### config.mk
export PLATFORM = sky130hd
export DESIGN_NAME = lcd_write_stretch_bridge
export DESIGN_NICKNAME = d
export VERILOG_FILES = /design/src/rtl/lcd_bridge_pkg.sv /design/src/rtl/lcd_write_stretch_bridge.sv
export SDC_FILE = /design/constraint.sdc
export NUM_CORES = 1
export LEC_CHECK = 0
export BUFFER_PORTS_ARGS = -buffer_cell sky130_fd_sc_hd__buf_2
export CORE_ASPECT_RATIO = 1.1
export CORE_MARGIN = 3
export CORE_UTILIZATION = 45
export CTS_BUF_LIST = sky130_fd_sc_hd__clkbuf_4 sky130_fd_sc_hd__clkbuf_8
export DETAILED_ROUTE_END_ITERATION = 6
export GPL_ROUTABILITY_DRIVEN = 0
export GPL_TIMING_DRIVEN = 0
export PLACE_DENSITY = 0.74
export SYNTH_ARGS = -nofsm -noshare
export SYNTH_HDL_FRONTEND = slang
export SYNTH_SLANG_ARGS = --single-unit
### constraint.sdc
create_clock -name clk_i -period 1.6 [get_ports clk_i]
set_input_delay 0.08 -clock clk_i [delete_from_list [all_inputs] [get_ports clk_i]]
set_output_delay 0.08 -clock clk_i [all_outputs]
set_load 0.03 [all_outputs]
### src/rtl/lcd_bridge_pkg.sv
package lcd_bridge_pkg;

    // ------------------------------------------------------------
    // address map
    // ------------------------------------------------------------
    localparam logic [15:0] display_window_first = 16'h1800;
    localparam logic [15:0] display_window_last = 16'h1fff;
    localparam logic [15:0] expansion_window_first = 16'h2800;
    localparam logic [15:0] expansion_window_last = 16'h2fff;
    localparam logic [15:0] primary_display_write_port = 16'h1800;
    localparam logic [15:0] secondary_display_write_port = 16'h1802;
    localparam logic [1:0] upper_select_clear = 2'h0;

    // ------------------------------------------------------------
    // field positions
    // ------------------------------------------------------------
    localparam int addr_top_hi_bit = 15;
    localparam int addr_top_lo_bit = 14;
    localparam int addr_display_enable_bit = 2;
    localparam int addr_display_choice_bit = 1;
    localparam int addr_expansion_bit = 0;
    localparam int data_expansion_bit = 0;

    // ------------------------------------------------------------
    // reset values and fixed levels
    // ------------------------------------------------------------
    localparam logic [7:0] held_data_reset = 8'h00;
    localparam logic select_idle_level = 1'b1;
    localparam logic display_write_level = 1'b0;
    localparam logic key_column_idle_level = 1'b1;
    localparam logic present_absent_level = 1'b1;

    // ------------------------------------------------------------
    // types
    // ------------------------------------------------------------
    typedef struct packed {
        logic phase;
        logic read;
        logic [15:0] addr;
        logic [7:0] data;
    } bus_in_type;

    typedef struct packed {
        logic primary;
        logic secondary;
    } strobe_pair_type;

    typedef enum logic [1:0] {
        strobe_idle = 2'b00,
        strobe_wait_high = 2'b01,
        strobe_wait_low = 2'b10
    } strobe_state_type;

endpackage : lcd_bridge_pkg

### src/rtl/lcd_write_stretch_bridge.sv
`timescale 1ns/1ps
`default_nettype none

module lcd_write_stretch_bridge (
    input wire logic clk_i,
    input wire logic reset_i,
    input wire lcd_bridge_pkg::bus_in_type bus_i,
    input wire logic display_register_select_i,
    input wire logic key_row_seven_n_i,
    input wire logic encoder_push_closed_i,
    input wire logic expansion_present_bit_n_i,
    output logic display_window_select_n_o,
    output logic expansion_select_n_o,
    output logic [7:0] display_data_o,
    output logic primary_display_enable_o,
    output logic secondary_display_enable_o,
    output logic primary_display_rw_o,
    output logic secondary_display_rw_o,
    output logic display_register_select_o,
    output logic key_column_seven_n_o,
    output logic expansion_data_bit_o,
    output logic expansion_addr_bit_o,
    output logic expansion_present_bit_o
);

    // ------------------------------------------------------------
    // state
    // ------------------------------------------------------------
    logic window_sel_n_ff;
    logic nxt_window_sel_n;
    logic expansion_sel_n_ff;
    logic nxt_expansion_sel_n;
    logic [7:0] last_data_ff;
    logic [7:0] nxt_last_data;
    logic last_write_ff;
    logic nxt_last_write;
    logic last_a2_ff;
    logic nxt_last_a2;
    logic last_a1_ff;
    logic nxt_last_a1;
    logic [7:0] held_data_ff;
    logic [7:0] nxt_held_data;
    lcd_bridge_pkg::strobe_pair_type strobe_ff;
    lcd_bridge_pkg::strobe_pair_type nxt_strobe;
    lcd_bridge_pkg::strobe_state_type state_ff;
    lcd_bridge_pkg::strobe_state_type nxt_state;
    logic rs_ff;
    logic nxt_rs;
    logic key_col_n_ff;
    logic nxt_key_col_n;
    logic exp_data_ff;
    logic nxt_exp_data;
    logic exp_addr_ff;
    logic nxt_exp_addr;
    logic present_ff;
    logic nxt_present;

    logic upper_clear;
    logic window_hit;
    logic expansion_hit;
    logic window_release;

    // ------------------------------------------------------------
    // address decode
    // ------------------------------------------------------------
    always_comb begin
        upper_clear = (bus_i.addr[lcd_bridge_pkg::addr_top_hi_bit:lcd_bridge_pkg::addr_top_lo_bit]
                       == lcd_bridge_pkg::upper_select_clear);
        window_hit = 1'b0;
        expansion_hit = 1'b0;
        if (bus_i.phase && upper_clear
            && bus_i.addr >= lcd_bridge_pkg::display_window_first
            && bus_i.addr <= lcd_bridge_pkg::display_window_last) begin
            window_hit = 1'b1;
        end else if (bus_i.phase && upper_clear
            && bus_i.addr >= lcd_bridge_pkg::expansion_window_first
            && bus_i.addr <= lcd_bridge_pkg::expansion_window_last) begin
            expansion_hit = 1'b1;
        end
        nxt_window_sel_n = ~window_hit;
        nxt_expansion_sel_n = ~expansion_hit;
    end

    // ------------------------------------------------------------
    // write capture
    // ------------------------------------------------------------
    always_comb begin
        window_release = !window_sel_n_ff && nxt_window_sel_n;
        nxt_last_data = last_data_ff;
        nxt_last_write = last_write_ff;
        nxt_last_a2 = last_a2_ff;
        nxt_last_a1 = last_a1_ff;
        nxt_held_data = held_data_ff;
        if (window_hit) begin
            nxt_last_data = bus_i.data;
            nxt_last_write = !bus_i.read;
            nxt_last_a2 = bus_i.addr[lcd_bridge_pkg::addr_display_enable_bit];
            nxt_last_a1 = bus_i.addr[lcd_bridge_pkg::addr_display_choice_bit];
        end
        if (window_release && last_write_ff) begin
            nxt_held_data = last_data_ff;
        end
    end

    // ------------------------------------------------------------
    // strobe delay flops
    // ------------------------------------------------------------
    always_comb begin
        nxt_strobe = strobe_ff;
        nxt_state = state_ff;
        case (state_ff)
            lcd_bridge_pkg::strobe_idle: begin
                nxt_strobe = '0;
            end
            lcd_bridge_pkg::strobe_wait_high: begin
                if (bus_i.phase) begin
                    nxt_state = lcd_bridge_pkg::strobe_wait_low;
                end
            end
            lcd_bridge_pkg::strobe_wait_low: begin
                if (!bus_i.phase) begin
                    nxt_strobe = '0;
                    nxt_state = lcd_bridge_pkg::strobe_idle;
                end
            end
            default: begin
                nxt_strobe = '0;
                nxt_state = lcd_bridge_pkg::strobe_idle;
            end
        endcase
        if (window_release && last_write_ff && !last_a2_ff) begin
            nxt_strobe.primary = !last_a1_ff;
            nxt_strobe.secondary = last_a1_ff;
            nxt_state = lcd_bridge_pkg::strobe_wait_high;
        end
    end

    // ------------------------------------------------------------
    // side signals
    // ------------------------------------------------------------
    always_comb begin
        nxt_rs = display_register_select_i;
        nxt_key_col_n = key_row_seven_n_i | ~encoder_push_closed_i;
        nxt_exp_data = bus_i.data[lcd_bridge_pkg::data_expansion_bit];
        nxt_exp_addr = bus_i.addr[lcd_bridge_pkg::addr_expansion_bit];
        nxt_present = expansion_present_bit_n_i;
    end

    // ------------------------------------------------------------
    // registers
    // ------------------------------------------------------------
    always_ff @(posedge clk_i) begin
        if (reset_i) begin
            window_sel_n_ff <= lcd_bridge_pkg::select_idle_level;
            expansion_sel_n_ff <= lcd_bridge_pkg::select_idle_level;
            last_data_ff <= lcd_bridge_pkg::held_data_reset;
            last_write_ff <= 1'b0;
            last_a2_ff <= 1'b0;
            last_a1_ff <= 1'b0;
            held_data_ff <= lcd_bridge_pkg::held_data_reset;
            strobe_ff <= '0;
            state_ff <= lcd_bridge_pkg::strobe_idle;
            rs_ff <= 1'b0;
            key_col_n_ff <= lcd_bridge_pkg::key_column_idle_level;
            exp_data_ff <= 1'b0;
            exp_addr_ff <= 1'b0;
            present_ff <= lcd_bridge_pkg::present_absent_level;
        end else begin
            window_sel_n_ff <= nxt_window_sel_n;
            expansion_sel_n_ff <= nxt_expansion_sel_n;
            last_data_ff <= nxt_last_data;
            last_write_ff <= nxt_last_write;
            last_a2_ff <= nxt_last_a2;
            last_a1_ff <= nxt_last_a1;
            held_data_ff <= nxt_held_data;
            strobe_ff <= nxt_strobe;
            state_ff <= nxt_state;
            rs_ff <= nxt_rs;
            key_col_n_ff <= nxt_key_col_n;
            exp_data_ff <= nxt_exp_data;
            exp_addr_ff <= nxt_exp_addr;
            present_ff <= nxt_present;
        end
    end

    // ------------------------------------------------------------
    // outputs
    // ------------------------------------------------------------
    always_ff @(posedge clk_i) begin
        if (reset_i) begin
            primary_display_rw_o <= lcd_bridge_pkg::display_write_level;
            secondary_display_rw_o <= lcd_bridge_pkg::display_write_level;
        end else begin
            primary_display_rw_o <= lcd_bridge_pkg::display_write_level;
            secondary_display_rw_o <= lcd_bridge_pkg::display_write_level;
        end
    end

    assign display_window_select_n_o = window_sel_n_ff;
    assign expansion_select_n_o = expansion_sel_n_ff;
    assign display_data_o = held_data_ff;
    assign primary_display_enable_o = strobe_ff.primary;
    assign secondary_display_enable_o = strobe_ff.secondary;
    assign display_register_select_o = rs_ff;
    assign key_column_seven_n_o = key_col_n_ff;
    assign expansion_data_bit_o = exp_data_ff;
    assign expansion_addr_bit_o = exp_addr_ff;
    assign expansion_present_bit_o = present_ff;

endmodule : lcd_write_stretch_bridge

`default_nettype wire

==> results of run 1 <==
==> critical path: stages <==
cell and delay (ns):
dlygate4sd3_1 0.52, buf_2 0.11, nor2b_1 0.04, clkbuf_2 0.16, a211o_1 0.38, and4_1 0.21
==> cells by family (layout without fill, tap and decap cells) <==
| group | count (synthesis) | after routing | synth area share (%) |
|---|---|---|---|
| AOI/OAI and AO/OA | 27 | 27 | 13.5 |
| buffers and inverters | 13 | 76 | 5.83 |
| xor gates and xnor gates | 1 | 1 | 0.742 |
| muxes | 10 | 10 | 8.48 |
| DFF | 30 | 30 | 50.9 |
| other | 1 | 2 | 0.318 |
| and+or+nand+nor | 45 | 45 | 20.3 |
==> worst max-delay path by stage <==
stage | from | end | slack [ns]
2_1_floorplan | display_window_select_n_o$_SDFF_PP1_ | state_ff[1]$_SDFFE_PP0P_ | 0.35
3_5_place_dp | bus_i[25] | state_ff[1]$_SDFFE_PP0P_ | 0.40
3_3_place_gp | bus_i[25] | state_ff[1]$_SDFFE_PP0P_ | 0.42
6_report | bus_i[21] | state_ff[1]$_SDFFE_PP0P_ | 0.32
4_1_cts | bus_i[21] | state_ff[1]$_SDFFE_PP0P_ | 0.33
5_1_grt | bus_i[21] | last_data_ff[7]$_SDFFE_PP0P_ | 0.24
==> flip-flops by register name, summed over array words and instances, names as in the netlist <==
signal	cells
display_data_o	8
display_register_select_o	1
expansion_addr_bit_o	1
display_window_select_n_o	1
state_ff	2
expansion_present_bit_o	1
key_column_seven_n_o	1
last_write_ff	1
last_a1_ff	1
primary_display_enable_o	1
last_a2_ff	1
last_data_ff	8
expansion_data_bit_o	1
expansion_select_n_o	1
secondary_display_enable_o	1
==> through the flow <==
step	area, um^2	setup WS (ns)
after CTS	1640	0.333
after floorplan	1180	0.352
final	1640	0.323
after detailed placement	1420	0.400
after global placement	1420	0.420
after global routing	1640	0.236
==> routing by layer <==
layer	global-route usage [%]	part of all wire, %
met4	11.4	2.5
met3	8.98	7.5
met2	34.0	49
met1	21.5	40
met5	0	0
==> cell usage after synthesis (2+ instances only) <==
cell and instances:
buf_4 2, clkbuf_1 5, dfxtp_1 30, nand2b_1 3
nand2_1 17, a21oi_1 12, or2_2 2, mux2i_1 10
nor2b_1 5, o21ai_0 9, nand3_1 12, buf_2 3
o211ai_1 2
==> area by class of cell <==
class,instances,share of cell area [%]
plain buffers,12,3.97
clock buffers,7,3.59
clock inverters,1,0.305
inverters,1,0.229
multi-input cells,85,31.4
flip-flops and latches,30,36.6
well taps,30,2.29
repair buffers,55,21.7
==> where the power goes <==
part,internal [W],leakage (nW),switching (W)
clock,0.000230,0.0387,0.000261
sequential,0.000755,0.243,0.00000269
combinational,0.0000674,0.408,0.0000753
==> key figures, run 1 <==
GRT
  • GRT Util Overall: 20.7%
  • Grt ovf: 0
  • Antenna violations before repair: 0
  • Number of global-route vias before repair: 1099
  • Global-route wire length before repair: 4.69 mm
  • Largest net degree at the start of global routing: 11

Finish
  • Finished Core Util: 69.4%
  • Area occupied by multi-input gates: 514 um^2
  • Nets: 222
  • Diodes inserted: 0
  • Commonest non-fill, non-tap cell in the layout: buf_2
  • Final cell count without fillers: 221
  • Reg area: 601 um^2
  • Area Growth Syn to Fin: 39.0%
  • Ratio of cells with drive above 1 in the final layout: 29.8%
  • Commonest non-fill, non-tap cells in the layout: buf_2, dfxtp_1, nand2_1
  • Fill count: 194

Clock tree
  • Clock sinks: 30
  • H-Tree Level Count: 2
  • Clk slew on worst S/H paths: 0.08 ns
  • Skew-Pair Late Insertion Delay: 0.34 ns
  • CTS buffer count: 5
  • Hold_buf cts: 16
  • Root buffer cell: clkbuf_4
  • Post-CTS Setup Bufs: 0
  • CTS tree: done
  • Post-CTS sizing: 0
  • Clk buf depth: 2

STA
  • Max-slew violation count: 0
  • Final Hold Fails: 0
  • Period Utilization, post-route: 79.8%
  • Setup TNS: 0 ns
  • RSZ-0062 raised after global routing: no
  • Finish-stage setup viols: 0
  • Minimum clock period: 1.28 ns
  • Setup Skew: 0.0138 ns
  • Worst Hold Slack: 0.0214 ns
  • F_max: 783 MHz

Critical path
  • CP Class: in -> reg
  • CP arrival: 1.50 ns
  • CP required: 1.82 ns
  • R2R depth: 3
  • Crit end category: flip-flop
  • Start of the worst register-to-register path: display_window_select_n_o$_SDFF_PP1_
  • Critical path fanouts, max: 6
  • R2R Setup Slk: 0.42 ns
  • R2R Path End: state_ff[1]$_SDFFE_PP0P_
  • Startpoint types: input pin

Routing
  • Starting DRT DRC Count: 24
  • DRC violations left: 0
  • Via count of the routed design: 1121
  • Wire per inst: 13.0 um
  • Via density per instance: 5.07
  • Router iterations before antenna repair: 4
  • Routed wire length: 2.88 mm
  • Post-DRT Antenna Nets: 0

Pwr
  • Leakage: 0.689 nW
  • Total Power: 0.00139 W
  • Power per cell area: 848 mW/mm^2
  • Peak supply drop: 0.000682 V

Run
  • # Max-Cap Violations: 0

Yosys
  • Post-synth cell types: 28
  • Mapped Cells: 127
  • Avg Inst Size Synth: 9.29 um^2
  • Synth top area share: 50.9%
  • Biggest area consumer among synthesized cells: dfxtp_1
  • #FFs+latches synth: 30
  • Synth top area cells: dfxtp_1, mux2i_1, nand2_1
  • Post-synthesis cell area: 0.00118 mm^2
  • Post-synth top flop: dfxtp_1
  • Fraction of the yosys area taken by sequential cells: 50.9%
  • Ys Warns: 0
  • Async SR Flop Fraction: 0%
  • Number of synthesized flops with an enable pin: 0

Worst hold path
  • Hold WC Path Type: in -> reg
  • Worst Hold End: last_data_ff[7]$_SDFFE_PP0P_
  • Hold Crit Depth: 3
  • Hold_sp: bus_i[7]

Die
  • Starting Density: 49.9%
  • Core area: 0.00236 mm^2
  • Die W: 54.8 um
  • Number of I/O pins: 51
  • Rows: 18
  • DIE AREA: 0.00327 mm^2
  • Die height: 59.7 um

Place
  • Post-DP HPWL: 1.89 mm
  • # port buffers: 39
  • DP Cell Count: 197

Status
  • Status: complete, no violations
No activity file was read; power rests on OpenSTA's default activity.
==> run 2, diff against run 1 <==
Clock period 1.6 ns to 1.2 ns, I/O delays scaled along.
==> key figures, run 2 (synthesis gave the netlist of run 1 again) <==
Finish
  • Commonest non-fill, non-tap cell in the layout: buf_2
  • Commonest non-fill, non-tap cells in the layout: buf_2, dfxtp_1, nand2_1, dlygate4sd3_1
  • Nets: 223
  • Ratio of cells with drive above 1 in the final layout: 31.3%
  • Diodes inserted: 0
  • Area Growth Syn to Fin: 40.7%
  • Fill count: 208
  • Final Instance Area: 0.00166 mm^2
  • Final cell count without fillers: 222

Critical path
  • CP arrival: 1.34 ns
  • Critical Path Slowest Stage Cell: a211o_1
  • Crit end category: flip-flop
  • Worst path buffer plus inverter count: 0
  • R2R Setup Slk: 0.08 ns
  • R2R Path End: state_ff[1]$_SDFFE_PP0P_
  • CP required: 1.42 ns
  • Delay-heaviest family, CP: simple AND/OR/NAND/NOR gates
  • CP Class: reg -> reg
  • Start of the worst register-to-register path: display_window_select_n_o$_SDFF_PP1_
  • Max incr delay on CP: 0.34 ns
  • Crit path cell chain: nand2b_4 -> a211o_1 -> and4_1
  • Startpoint types: flip-flop
  • Critical path fanouts, max: 4
  • R2R depth: 3

GRT
  • Top Usage Layer GRT: met2
  • Met2 Resource Use GR: 31.9%
  • GR Util met1: 22.7%
  • Antenna violations before repair: 0
  • Global-route wire length before repair: 4.51 mm
  • Number of global-route vias before repair: 1045
  • Largest net degree at the start of global routing: 11
  • Grt ovf: 0
  • Met3 usage: 6.98%
  • GRT Util Overall: 19.3%

Die
  • Rows: 18
  • Starting Density: 49.9%
  • Die W: 54.8 um
  • DIE AREA: 0.00327 mm^2
  • Core area: 0.00236 mm^2
  • Die height: 59.7 um
  • Number of I/O pins: 51

Routing
  • Wire per inst: 12.8 um
  • Routed wire length: 2.85 mm
  • Starting DRT DRC Count: 30
  • DRC violations left: 0
  • Post-DRT Antenna Nets: 0
  • Via count of the routed design: 1086
  • Via density per instance: 4.89
  • Router iterations before antenna repair: 4

Clock tree
  • Root buffer cell: clkbuf_4
  • CTS buffer count: 5
  • Clk slew on worst S/H paths: 0.09 ns
  • Post-CTS Setup Bufs: 0
  • Clock sinks: 30
  • Clk buf depth: 2
  • H-Tree Level Count: 2
  • Skew-Pair Late Insertion Delay: 0.33 ns
  • CTS tree: done

Place
  • # port buffers: 39
  • Placed Instance Area: 0.00143 mm^2
  • Post-DP HPWL: 1.94 mm
  • Pre-CTS setup slack: 0.00650 ns
  • DP Cell Count: 197

STA
  • Minimum clock period: 1.12 ns
  • RSZ-0062 raised after global routing: no
  • Final Hold Fails: 0
  • Period Utilization, post-route: 93.3%
  • Finish-stage setup viols: 0
  • Setup WS post-layout: 0.0806 ns
  • Setup TNS: 0 ns
  • F_max: 893 MHz
  • Max-slew violation count: 0
  • Setup Skew: 0.00649 ns

Pwr
  • Switching power: 0.000440 W
  • Power share of the combinational group: 10.5%
  • Peak supply drop: 0.00100 V
  • Seq pwr share: 54.7%
  • Power per cell area: 1110 mW/mm^2
  • Pint: 0.00141 W
  • Sw frac: 23.8%
  • Clock power frac: 34.8%
  • Leakage: 0.708 nW

Worst hold path
  • Worst Hold End: last_data_ff[7]$_SDFFE_PP0P_
  • Hold_sp: bus_i[7]
  • Hold Crit Depth: 3
  • Hold WC Path Type: in -> reg

Run
  • # Max-Cap Violations: 0

Status
  • Status: complete, no violations
[run 2: how the worst max path moves through the flow]
stage	cells past startpoint	slack, ns	to	startpoint
5_1_grt	3	0.02	state_ff[1]$_SDFFE_PP0P_	display_window_select_n_o$_SDFF_PP1_
2_1_floorplan	3	0.06	state_ff[1]$_SDFFE_PP0P_	display_window_select_n_o$_SDFF_PP1_
3_3_place_gp	5	0.03	state_ff[1]$_SDFFE_PP0P_	bus_i[25]
4_1_cts	5	0.03	key_column_seven_n_o$_SDFF_PP1_	reset_i
3_5_place_dp	5	0.006	display_data_o[3]$_SDFFE_PP0N_	bus_i[25]
6_report	3	0.08	state_ff[1]$_SDFFE_PP0P_	display_window_select_n_o$_SDFF_PP1_
[run 2: power by group through the flow]
stage / registers (W) / logic [W] / clock network (W)
global placement: 0.00103 / 0.000146 / 0
finish: 0.00101 / 0.000194 / 0.000643
CTS: 0.00101 / 0.000192 / 0.000661
detailed placement: 0.00103 / 0.000150 / 0
floorplan: 0.00105 / 0.0000686 / 0
global route: 0.00101 / 0.000209 / 0.000696
[run 2: stage by stage]
| stage | total power (W) | hold slack (ns) | util, % |
|---|---|---|---|
| 4_1_cts | 0.00186 | 0.00368 | 70.2 |
| 2_1_floorplan | 0.00112 | 0.132 | - |
| 6_report | 0.00185 | 0.00846 | 70.2 |
| 5_1_grt | 0.00192 | 0.0275 | 70.2 |
| 3_5_place_dp | 0.00118 | 0.252 | 60.3 |
| 3_3_place_gp | 0.00118 | 0.243 | 60.3 |
[run 2: routing by layer]
| layer | part of all wire (%) | up-vias |
|---|---|---|
| met5 | 0 | - |
| met2 | 52 | 31 |
| met3 | 5.5 | 5 |
| met4 | 1.3 | 0 |
| li1 | - | 559 |
| met1 | 41 | 491 |
[run 2: worst min-delay path, delay by kind of cell]
| family | cells | cell delay (ns) |
|---|---|---|
| buf+inv | 1 | 0.10 |
| compound gates | 1 | 0.07 |
| simple gates | 1 | 0.07 |
[run 2: cell type report]
type / instances / area (um^2) / area share, %
multi-input combinational: 85 / 522 / 31.4
clock buffer: 7 / 58.8 / 3.54
sequential: 30 / 602 / 36.2
buffer: 12 / 66.3 / 3.99
tap: 30 / 37.5 / 2.26
timing repair buffer: 56 / 365 / 22.0
clock inverter: 1 / 5.00 / 0.301
inverter: 1 / 3.75 / 0.226
[run 2: what timing repair did]
action,in CTS,in global routing
endpoints found under the hold margin,16,0
setup endpoints to repair,0,1
hold buffers,17,0
gates resized for setup,0,2
